--- config.mk ---
export PLATFORM = sky130hd
export DESIGN_NAME = ppdp_port
export DESIGN_NICKNAME = d
export VERILOG_FILES = /design/src/pkg/ppdp_pkg.sv /design/src/logic/ppdp_timer.sv /design/src/logic/ppdp_axil_slave.sv /design/src/logic/ppdp_port.sv
export VERILOG_INCLUDE_DIRS = /design/src /design/src/pkg
export SDC_FILE = /design/constraint.sdc
export NUM_CORES = 1
export LEC_CHECK = 0
export CELL_PAD_IN_SITES_DETAIL_PLACEMENT = 1
export CELL_PAD_IN_SITES_GLOBAL_PLACEMENT = 2
export CORE_MARGIN = 2
export CORE_UTILIZATION = 35
export DETAILED_ROUTE_END_ITERATION = 12
export DONT_BUFFER_PORTS = 1
export PLACE_DENSITY = 0.89
export RECOVER_POWER = 50
export SLEW_MARGIN = 5
export SYNTH_ARGS = -nofsm -noshare
export SYNTH_HDL_FRONTEND = slang
export SYNTH_SLANG_ARGS = --single-unit
export TNS_END_PERCENT = 5
--- constraint.sdc ---
create_clock -name aclk -period 3.05 [get_ports aclk]
set_clock_uncertainty 0.2 [all_clocks]
set_input_delay 0.4575 -clock aclk [delete_from_list [all_inputs] [get_ports aclk]]
set_output_delay 0.4575 -clock aclk [all_outputs]
set_load 0.05 [all_outputs]
--- src/pkg/ppdp_regs.svh ---
// register map, field positions and timing counts of the print data port
// Behaviour
// - eight data lines, bit one to eight, high means one
// - after a byte, acknowledge output goes low for about five microseconds
// - busy stays high whenever the port cannot take data
// - paper-out output goes high when the paper has run out
// - selected output shows the printer is in the selected state
// - auto line feed low, or forced by switch, requests a line feed
// - initialise low over fifty microseconds resets port, clears buffer
// - data taken only while host select is low or forced low
`ifndef PPDP_REGS_SVH
`define PPDP_REGS_SVH

// ***********************************************
// bus and register offsets
// ***********************************************
`define PPDP_ADDR_W 8
`define PPDP_CTRL_OFS 8'h00
`define PPDP_STATUS_OFS 8'h04
`define PPDP_DATA_OFS 8'h08
`define PPDP_IRQ_STAT_OFS 8'h0c
`define PPDP_IRQ_EN_OFS 8'h10
`define PPDP_IRQ_CLR_OFS 8'h14
`define PPDP_RESP_OKAY 2'h0
`define PPDP_RESP_SLVERR 2'h2

// ***********************************************
// control fields and reset value
// ***********************************************
`define PPDP_CTRL_W 6
`define PPDP_CTRL_ONLINE 0
`define PPDP_CTRL_PAPER_OUT 1
`define PPDP_CTRL_FAULT 2
`define PPDP_CTRL_PRINTING 3
`define PPDP_CTRL_SEL_FORCE 4
`define PPDP_CTRL_ALF_FORCE 5
`define PPDP_CTRL_RST 6'h10

// ***********************************************
// interrupt events
// ***********************************************
`define PPDP_IRQ_W 2
`define PPDP_IRQ_BYTE 0
`define PPDP_IRQ_INIT 1

// ***********************************************
// timing
// ***********************************************
`define PPDP_CLK_MHZ 20
`define PPDP_ACK_NS 5000
`define PPDP_INIT_NS 50000
`define PPDP_ACK_CYC ((`PPDP_ACK_NS * `PPDP_CLK_MHZ) / 1000)
`define PPDP_INIT_CYC ((`PPDP_INIT_NS * `PPDP_CLK_MHZ + 999) / 1000)
`define PPDP_TMR_W 12

`endif

--- src/pkg/ppdp_pkg.sv ---
// types shared by the print data port modules
package ppdp_pkg;

  // ***********************************************
  // host pins
  // ***********************************************
  typedef struct packed {
    logic strobe_n;
    logic [7:0] data;
    logic auto_line_feed_n;
    logic host_select_n;
    logic init_n;
  } ppdp_host_in_t;

  typedef struct packed {
    logic byte_accepted_pulse_n;
    logic busy;
    logic paper_out;
    logic printer_selected;
    logic error_n;
  } ppdp_host_out_t;

  // ***********************************************
  // register access from the bus slave
  // ***********************************************
  typedef struct packed {
    logic wr;
    logic [7:0] waddr;
    logic [31:0] wdata;
    logic [3:0] wstrb;
    logic rd;
    logic [7:0] raddr;
  } ppdp_reg_req_t;

  typedef enum logic [1:0] {
    PPDP_IDLE,
    PPDP_TAKE,
    PPDP_HOLD,
    PPDP_ACK
  } ppdp_state_t;

endpackage

--- src/logic/ppdp_timer.sv ---
// saturating cycle counter: done once run has been high limit cycles
`timescale 1ns/1ps
module ppdp_timer #(
  parameter int W = 12,
  parameter logic [W-1:0] LIMIT = 12'h063
) (
  input wire logic aclk, // system clock
  input wire logic aresetn, // synchronous reset, active low
  input wire logic clear, // restart from zero
  input wire logic run, // count this cycle
  output logic done // limit reached
);

  logic [W-1:0] cnt;

  // count up to the limit and stay there
  assign done = (cnt == LIMIT);

  // counter
  always_ff @(posedge aclk) begin
    if (!aresetn || clear) begin
      cnt <= '0;
    end else if (run && !done) begin
      cnt <= cnt + 1'b1;
    end
  end

endmodule

--- src/logic/ppdp_axil_slave.sv ---
// axi4-lite slave front end: takes requests, registers the answers
`timescale 1ns/1ps
`include "ppdp_regs.svh"
module ppdp_axil_slave (
  input wire logic aclk, // system clock
  input wire logic aresetn, // synchronous reset, active low
  input wire logic [7:0] s_axi_awaddr, // write address
  input wire logic s_axi_awvalid, // write address valid
  output logic s_axi_awready, // write address ready
  input wire logic [31:0] s_axi_wdata, // write data
  input wire logic [3:0] s_axi_wstrb, // write byte enables
  input wire logic s_axi_wvalid, // write data valid
  output logic s_axi_wready, // write data ready
  output logic [1:0] s_axi_bresp, // write response
  output logic s_axi_bvalid, // write response valid
  input wire logic s_axi_bready, // write response ready
  input wire logic [7:0] s_axi_araddr, // read address
  input wire logic s_axi_arvalid, // read address valid
  output logic s_axi_arready, // read address ready
  output logic [31:0] s_axi_rdata, // read data
  output logic [1:0] s_axi_rresp, // read response
  output logic s_axi_rvalid, // read data valid
  input wire logic s_axi_rready, // read data ready
  output ppdp_pkg::ppdp_reg_req_t req, // access to the register file
  input wire logic [31:0] rd_data, // data at raddr
  input wire logic rd_err, // raddr unmapped
  input wire logic wr_err // waddr not a writable register
);

  logic wr_take;
  logic rd_take;

  // address and data of a write are taken together, one at a time
  assign wr_take = s_axi_awvalid && s_axi_wvalid && !s_axi_bvalid;
  assign rd_take = s_axi_arvalid && !s_axi_rvalid;
  assign s_axi_awready = wr_take;
  assign s_axi_wready = wr_take;
  assign s_axi_arready = rd_take;
  assign req.wr = wr_take;
  assign req.waddr = s_axi_awaddr;
  assign req.wdata = s_axi_wdata;
  assign req.wstrb = s_axi_wstrb;
  assign req.rd = rd_take;
  assign req.raddr = s_axi_araddr;

  // write response
  always_ff @(posedge aclk) begin
    if (!aresetn) begin
      s_axi_bvalid <= 1'b0;
      s_axi_bresp <= `PPDP_RESP_OKAY;
    end else if (wr_take) begin
      s_axi_bvalid <= 1'b1;
      s_axi_bresp <= wr_err ? `PPDP_RESP_SLVERR : `PPDP_RESP_OKAY;
    end else if (s_axi_bready) begin
      s_axi_bvalid <= 1'b0;
    end
  end

  // read response
  always_ff @(posedge aclk) begin
    if (!aresetn) begin
      s_axi_rvalid <= 1'b0;
      s_axi_rdata <= 32'h0;
      s_axi_rresp <= `PPDP_RESP_OKAY;
    end else if (rd_take) begin
      s_axi_rvalid <= 1'b1;
      s_axi_rdata <= rd_data;
      s_axi_rresp <= rd_err ? `PPDP_RESP_SLVERR : `PPDP_RESP_OKAY;
    end else if (s_axi_rready) begin
      s_axi_rvalid <= 1'b0;
    end
  end

endmodule

--- src/logic/ppdp_port.sv ---
// parallel print data port: host handshake, register file and interrupt
`timescale 1ns/1ps
`include "ppdp_regs.svh"
module ppdp_port (
  input wire logic aclk, // system clock, 20 MHz
  input wire logic aresetn, // synchronous reset, active low
  input wire logic [7:0] s_axi_awaddr, // write address
  input wire logic s_axi_awvalid, // write address valid
  output logic s_axi_awready, // write address ready
  input wire logic [31:0] s_axi_wdata, // write data
  input wire logic [3:0] s_axi_wstrb, // write byte enables
  input wire logic s_axi_wvalid, // write data valid
  output logic s_axi_wready, // write data ready
  output logic [1:0] s_axi_bresp, // write response
  output logic s_axi_bvalid, // write response valid
  input wire logic s_axi_bready, // write response ready
  input wire logic [7:0] s_axi_araddr, // read address
  input wire logic s_axi_arvalid, // read address valid
  output logic s_axi_arready, // read address ready
  output logic [31:0] s_axi_rdata, // read data
  output logic [1:0] s_axi_rresp, // read response
  output logic s_axi_rvalid, // read data valid
  input wire logic s_axi_rready, // read data ready
  input wire ppdp_pkg::ppdp_host_in_t host_in, // pins from the host
  output ppdp_pkg::ppdp_host_out_t host_out, // pins to the host
  output logic irq // level interrupt
);

  // ***********************************************
  // declarations
  // ***********************************************
  localparam logic [`PPDP_TMR_W-1:0] ACK_LIM =
    `PPDP_TMR_W'(`PPDP_ACK_CYC - 1);
  localparam logic [`PPDP_TMR_W-1:0] INIT_LIM =
    `PPDP_TMR_W'(`PPDP_INIT_CYC - 1);

  ppdp_pkg::ppdp_reg_req_t req;
  ppdp_pkg::ppdp_state_t state;
  ppdp_pkg::ppdp_state_t next_state;
  logic [`PPDP_CTRL_W-1:0] ctrl;
  logic [`PPDP_IRQ_W-1:0] irq_stat;
  logic [`PPDP_IRQ_W-1:0] irq_en;
  logic [`PPDP_IRQ_W-1:0] irq_ev;
  logic [`PPDP_IRQ_W-1:0] next_irq_stat;
  logic [7:0] rx_byte;
  logic byte_ready;
  logic init_done;
  logic init_seen;
  logic ack_done;
  logic [31:0] rd_data;
  logic rd_err;
  logic wr_err;
  logic [31:0] status_word;
  logic wr_ctrl;
  logic wr_irq_en;
  logic wr_irq_clr;
  logic rd_pop;
  logic online;
  logic paper_gone;
  logic fault;
  logic printing;
  logic host_selected;
  logic auto_feed_req;
  logic init_active;
  logic can_accept;
  logic capture;
  logic ctrl_reset;

  // ***********************************************
  // bus slave
  // ***********************************************
  ppdp_axil_slave u_slave (
    .aclk(aclk),
    .aresetn(aresetn),
    .s_axi_awaddr(s_axi_awaddr),
    .s_axi_awvalid(s_axi_awvalid),
    .s_axi_awready(s_axi_awready),
    .s_axi_wdata(s_axi_wdata),
    .s_axi_wstrb(s_axi_wstrb),
    .s_axi_wvalid(s_axi_wvalid),
    .s_axi_wready(s_axi_wready),
    .s_axi_bresp(s_axi_bresp),
    .s_axi_bvalid(s_axi_bvalid),
    .s_axi_bready(s_axi_bready),
    .s_axi_araddr(s_axi_araddr),
    .s_axi_arvalid(s_axi_arvalid),
    .s_axi_arready(s_axi_arready),
    .s_axi_rdata(s_axi_rdata),
    .s_axi_rresp(s_axi_rresp),
    .s_axi_rvalid(s_axi_rvalid),
    .s_axi_rready(s_axi_rready),
    .req(req),
    .rd_data(rd_data),
    .rd_err(rd_err),
    .wr_err(wr_err)
  );

  // ***********************************************
  // printer conditions
  // ***********************************************
  // control fields and effective host levels
  assign online = ctrl[`PPDP_CTRL_ONLINE];
  assign paper_gone = ctrl[`PPDP_CTRL_PAPER_OUT];
  assign fault = ctrl[`PPDP_CTRL_FAULT];
  assign printing = ctrl[`PPDP_CTRL_PRINTING];
  assign host_selected = !host_in.host_select_n ||
    ctrl[`PPDP_CTRL_SEL_FORCE];
  assign auto_feed_req = !host_in.auto_line_feed_n ||
    ctrl[`PPDP_CTRL_ALF_FORCE];
  assign init_active = !host_in.init_n;
  assign ctrl_reset = !aresetn || init_done;

  // the port may take a byte only in this condition
  assign can_accept = online && !paper_gone && !fault && !printing &&
    host_selected && !init_active;

  // ***********************************************
  // initialise filter
  // ***********************************************
  // initialise must stay low for the full count before it acts
  ppdp_timer #(
    .W(`PPDP_TMR_W),
    .LIMIT(INIT_LIM)
  ) u_init_tmr (
    .aclk(aclk),
    .aresetn(aresetn),
    .clear(host_in.init_n),
    .run(init_active),
    .done(init_done)
  );

  // remember that the long pulse was already reported
  always_ff @(posedge aclk) begin
    if (!aresetn) begin
      init_seen <= 1'b0;
    end else begin
      init_seen <= init_done;
    end
  end

  // ***********************************************
  // acknowledge pulse timer
  // ***********************************************
  ppdp_timer #(
    .W(`PPDP_TMR_W),
    .LIMIT(ACK_LIM)
  ) u_ack_tmr (
    .aclk(aclk),
    .aresetn(aresetn),
    .clear(state != ppdp_pkg::PPDP_ACK),
    .run(1'b1),
    .done(ack_done)
  );

  // ***********************************************
  // handshake state machine
  // ***********************************************
  // a low strobe starts a capture when the port can accept
  assign capture = !host_in.strobe_n && can_accept &&
    (state == ppdp_pkg::PPDP_IDLE ||
     state == ppdp_pkg::PPDP_ACK);

  // next state
  always_comb begin
    next_state = state;
    case (state)
      ppdp_pkg::PPDP_IDLE: begin
        if (capture) begin
          next_state = ppdp_pkg::PPDP_TAKE;
        end
      end
      ppdp_pkg::PPDP_TAKE: begin
        if (host_in.strobe_n) begin
          next_state = ppdp_pkg::PPDP_HOLD; // strobe back to idle
        end
      end
      ppdp_pkg::PPDP_HOLD: begin
        if (!byte_ready && can_accept) begin
          next_state = ppdp_pkg::PPDP_ACK;
        end
      end
      ppdp_pkg::PPDP_ACK: begin
        if (capture) begin
          next_state = ppdp_pkg::PPDP_TAKE;
        end else if (ack_done) begin
          next_state = ppdp_pkg::PPDP_IDLE;
        end
      end
      default: begin
        next_state = ppdp_pkg::PPDP_IDLE;
      end
    endcase
  end

  // state register; a long initialise returns to idle
  always_ff @(posedge aclk) begin
    if (ctrl_reset) begin
      state <= ppdp_pkg::PPDP_IDLE;
    end else begin
      state <= next_state;
    end
  end

  // received byte, bit one of the host in bit 0
  always_ff @(posedge aclk) begin
    if (ctrl_reset) begin
      rx_byte <= 8'h0;
    end else if (capture) begin
      rx_byte <= host_in.data;
    end
  end

  // byte held for firmware until it reads the data register
  always_ff @(posedge aclk) begin
    if (ctrl_reset) begin
      byte_ready <= 1'b0;
    end else if (capture) begin
      byte_ready <= 1'b1;
    end else if (rd_pop) begin
      byte_ready <= 1'b0;
    end
  end

  // ***********************************************
  // host outputs
  // ***********************************************
  // busy from the start of a strobe until the acknowledge, and whenever
  // the printer cannot take data
  always_ff @(posedge aclk) begin
    if (!aresetn) begin
      host_out <= '{1'b1, 1'b1, 1'b0, 1'b0, 1'b0};
    end else begin
      host_out.byte_accepted_pulse_n <=
        (next_state != ppdp_pkg::PPDP_ACK);
      host_out.busy <= (next_state == ppdp_pkg::PPDP_TAKE) ||
        (next_state == ppdp_pkg::PPDP_HOLD) || !can_accept;
      host_out.paper_out <= paper_gone;
      host_out.printer_selected <= online;
      host_out.error_n <= online && !paper_gone && !fault;
    end
  end

  // ***********************************************
  // register decode
  // ***********************************************
  assign wr_ctrl = req.wr && req.waddr == `PPDP_CTRL_OFS && req.wstrb[0];
  assign wr_irq_en = req.wr && req.waddr == `PPDP_IRQ_EN_OFS &&
    req.wstrb[0];
  assign wr_irq_clr = req.wr && req.waddr == `PPDP_IRQ_CLR_OFS &&
    req.wstrb[0];
  assign rd_pop = req.rd && req.raddr == `PPDP_DATA_OFS;
  assign wr_err = !(req.waddr == `PPDP_CTRL_OFS ||
    req.waddr == `PPDP_IRQ_EN_OFS || req.waddr == `PPDP_IRQ_CLR_OFS);
  assign rd_err = !(req.raddr == `PPDP_CTRL_OFS ||
    req.raddr == `PPDP_STATUS_OFS || req.raddr == `PPDP_DATA_OFS ||
    req.raddr == `PPDP_IRQ_STAT_OFS || req.raddr == `PPDP_IRQ_EN_OFS ||
    req.raddr == `PPDP_IRQ_CLR_OFS);
  assign status_word = {26'h0, init_active, !host_in.strobe_n,
    host_selected, auto_feed_req, host_out.busy, byte_ready};

  // read data selection; clear register and holes read zero
  assign rd_data =
    (req.raddr == `PPDP_CTRL_OFS) ? {26'h0, ctrl} :
    (req.raddr == `PPDP_STATUS_OFS) ? status_word :
    (req.raddr == `PPDP_DATA_OFS) ? {24'h0, rx_byte} :
    (req.raddr == `PPDP_IRQ_STAT_OFS) ? {30'h0, irq_stat} :
    (req.raddr == `PPDP_IRQ_EN_OFS) ? {30'h0, irq_en} : 32'h0;

  // ***********************************************
  // control and enable registers
  // ***********************************************
  always_ff @(posedge aclk) begin
    if (!aresetn) begin
      ctrl <= `PPDP_CTRL_RST;
    end else if (wr_ctrl) begin
      ctrl <= req.wdata[`PPDP_CTRL_W-1:0];
    end
  end

  always_ff @(posedge aclk) begin
    if (!aresetn) begin
      irq_en <= '0;
    end else if (wr_irq_en) begin
      irq_en <= req.wdata[`PPDP_IRQ_W-1:0];
    end
  end

  // ***********************************************
  // interrupt
  // ***********************************************
  // events: byte captured, long initialise recognised; set beats clear
  assign irq_ev[`PPDP_IRQ_BYTE] = capture;
  assign irq_ev[`PPDP_IRQ_INIT] = init_done && !init_seen;
  assign next_irq_stat = (irq_stat &
    ~(wr_irq_clr ? req.wdata[`PPDP_IRQ_W-1:0] : '0)) | irq_ev;

  always_ff @(posedge aclk) begin
    if (!aresetn) begin
      irq_stat <= '0;
    end else begin
      irq_stat <= next_irq_stat;
    end
  end

  assign irq = |(irq_stat & irq_en);

endmodule

==> impl_results.md <==
* Setup CP Type: reg -> reg
* Register area share after synthesis at 0.412
* Buf/Inv on CP at 1
* Distinct cells, synth at 47
* # IOs at 118
* WP data arrival at 2.58 ns
* Share of layout cells above drive strength 1 at 0.0637
* Largest net degree at the start of global routing at 21
* Hpwl dp at 5.62 mm
* F_max at 391 MHz
* Worst endpoint required time at 3.07 ns
* Post-Syn Area per Cell at 8.73 sq um
* Area post-placement at 3080 sq um
* CTS H-tree lvls at 3
* Async SR Flop Fraction at 0
* Worst skew pair latency at 0.34 ns
* Clock slew at reported path FFs at 0.07 ns
* Crit path time final at 2.56 ns
* Gr ovfl total at 0
* Initial antenna violation count at 1
* Commonest non-fill, non-tap cell in the layout: dfxtp_1
* Final hold slack at 0.0475 ns
* CTS tree: done
* Met2 routed WL at 3.79 mm
* Gpl congestion at 0.772
* WL met1 at 3.22 mm
* Initial DRT Pass Iterations at 4
* Worst-path fanout max at 5
* P_leak at 1.30 nW
* Post-route DRC at 0
* CTS root buf: clkbuf_8
* Setup ws final at 0.490 ns
* Sum Neg Setup Slack at 0 ns
* Top delay family on crit path: simple AND/OR/NAND/NOR gates
* Status: finished, final reports clean
* Post-Syn Area at 3060 sq um
* Row count at 34
* Avg Vias per Cell at 5.20
* Starting Density at 0.356
* Hold Crit Class: in -> reg
* Max IR drop VDD at 0.250 mV
* Slew HR at 0.539
* Count of pins over their slew limit at 0
* Clock buffer depth at 2
* Post-CTS Setup Bufs at 0
* Max incr delay on CP at 0.49 ns
* Setup WS pre-CTS at 0.517 ns
* Top routing layer in use: met5
* Post-detailed-route wirelength per cell at 16.0 microns
* CP Launch Type: flip-flop
* Global-route usage over all layers at 0.160
* Final net count at 434
* Number of buffers created by CTS at 9
* WL final at 7.48 mm
* EDFF count, synth at 0
* Initial DRC Count at 58
* First-pass GRT wire length at 12.0 mm
* Highest-count cells in the layout ignoring fill and taps: dfxtp_1 (63), nor2_1 (47), conb_1 (26)
* Hold Vio Cnt, Final at 0
* Die X at 97.6 microns
* Critical Path Most Common Cell: ha_1
* Vias in the first global route at 2446
* Fill count at 1037
* Pwr Density at 528 nW/um^2
* Chip height at 97.6 microns
* Post-route ant nets at 0
* Top FF cell, synth: dfxtp_1
* Post-Synthesis Cells at 351
* Quantity of gates resized following cts at 0
* Crit. End Element: flip-flop
* Number of synthesized register bits at 63
* Post-CTS Hold Buffers at 2
* YS warnings at 0
* Vias at 2440
* Max cap viols at 0
* Period utilization at 0.839
* Layout area overhead at 7.84%
* Worst-Margin Slew at 0.686 ns
* Crit-path slowest cell: or4b_4
* Antenna diodes at 0
* Final Cell Area at 3300 sq um
* RSZ-0062 raised after global routing: false
* Setup Viol. Count Final at 0
* CORE AREA at 8590 sq um
* IO Port Bufs at 0
* Worst path cell trace: inv_1, ha_1, nor2_1, or4b_4, o2111a_1, or2_1, ha_1, nand3b_1
* Clock sinks at 63
* Die area at 9520 sq um
* Met3 wire length at 378 microns
## kinds of logic (layout without fill, tap and decap cells)
kind of cell | count (synthesis) | after routing | share of synthesized area
compound gates | 45 | 45 | 0.0915
xor+xnor | 16 | 16 | 0.0458
fa+ha+maj | 7 | 7 | 0.0286
buf+inv | 47 | 32 | 0.0935
flops | 63 | 63 | 0.412
mux | 24 | 24 | 0.0784
other cells | 1 | 26 | 0.00122
simple gates | 148 | 148 | 0.249
## where the power goes
part           total, W  internal, W  switching, W
Combinational  0.000132    0.0000217      0.000110
Clock          0.000765     0.000446      0.000320
Sequential     0.000845     0.000828     0.0000179
Total           0.00174      0.00129      0.000448
## metrics by stage
stage          utilization  power, W  cells
3_5_place_dp         0.358  0.000994    451
3_3_place_gp         0.358  0.000992    451
5_1_grt              0.384   0.00180    469
6_report             0.384   0.00174    469
2_1_floorplan            -   0.00101    376
4_1_cts              0.385   0.00176    469
## sequential cells by signal (all words and copies together) (netlist names)
| signal | cells |
|---|---|
| u_ack_tmr.cnt | 12 |
| u_init_tmr.cnt | 12 |
| rx_byte | 8 |
| u_slave.s_axi_rdata | 8 |
| ctrl | 6 |
| host_out | 5 |
| irq_en | 2 |
| irq_stat | 2 |
| state | 2 |
| byte_ready | 1 |
| init_seen | 1 |
| u_slave.s_axi_bresp | 1 |
| u_slave.s_axi_bvalid | 1 |
| u_slave.s_axi_rresp | 1 |
| u_slave.s_axi_rvalid | 1 |
## cells in the mapped netlist (all sizes together), types with 2 or more instances
cell type,n,share of area
a21oi,20,0.033
a31oi,2,0.0041
and2,3,0.0065
and4,3,0.0086
buf,30,0.073
clkbuf,8,0.0098
dfxtp,63,0.41
ha,7,0.029
inv,8,0.0098
mux2i,24,0.078
nand2,16,0.020
nand2b,11,0.022
nand3,22,0.036
nand3b,2,0.0049
nand4,8,0.016
nor2,47,0.058
nor2b,6,0.012
nor3,9,0.016
nor4,8,0.016
o21ai,7,0.011
o221ai,2,0.0057
o22a,2,0.0057
o22ai,4,0.0082
o31ai,2,0.0049
or2,2,0.0041
or3,4,0.0082
or4,3,0.0074
xnor2,7,0.020
xor2,9,0.026
## layout make-up
| type | count | area, sq um | share of cell area |
|---|---|---|---|
| clock buffer | 14 | 173 | 0.0523 |
| inverter | 9 | 33.8 | 0.0102 |
| timing repair buffer | 7 | 53.8 | 0.0163 |
| sequential | 63 | 1260 | 0.382 |
| multi-input combinational | 266 | 1610 | 0.487 |
| clock inverter | 2 | 37.5 | 0.0114 |
| tap | 108 | 135 | 0.0409 |
## worst paths after layout
kind	start	endpoint	slack [ns]	depth (start not counted)
hold / removal	aresetn	host_out[2]$_SDFF_PN0_	0.05	1
setup / recovery	state[1]$_SDFF_PP0_	host_out[3]$_SDFF_PN1_	0.49	8
hold reg to reg	rx_byte[6]$_SDFFE_PP0P_	u_slave.s_axi_rdata[6]$_SDFFE_PN0P_	0.29	2
setup reg to reg	state[1]$_SDFF_PP0_	host_out[3]$_SDFF_PN1_	0.49	8
## routing by layer
| metal | vias up | GRT usage |
|---|---|---|
| met1 | 1201 | 0.179 |
| met4 | 2 | 0.0481 |
| met3 | 9 | 0.0561 |
| met2 | 38 | 0.285 |
| li1 | 1190 | - |
| met5 | - | 0 |
Power figures use the tool's default switching activity.
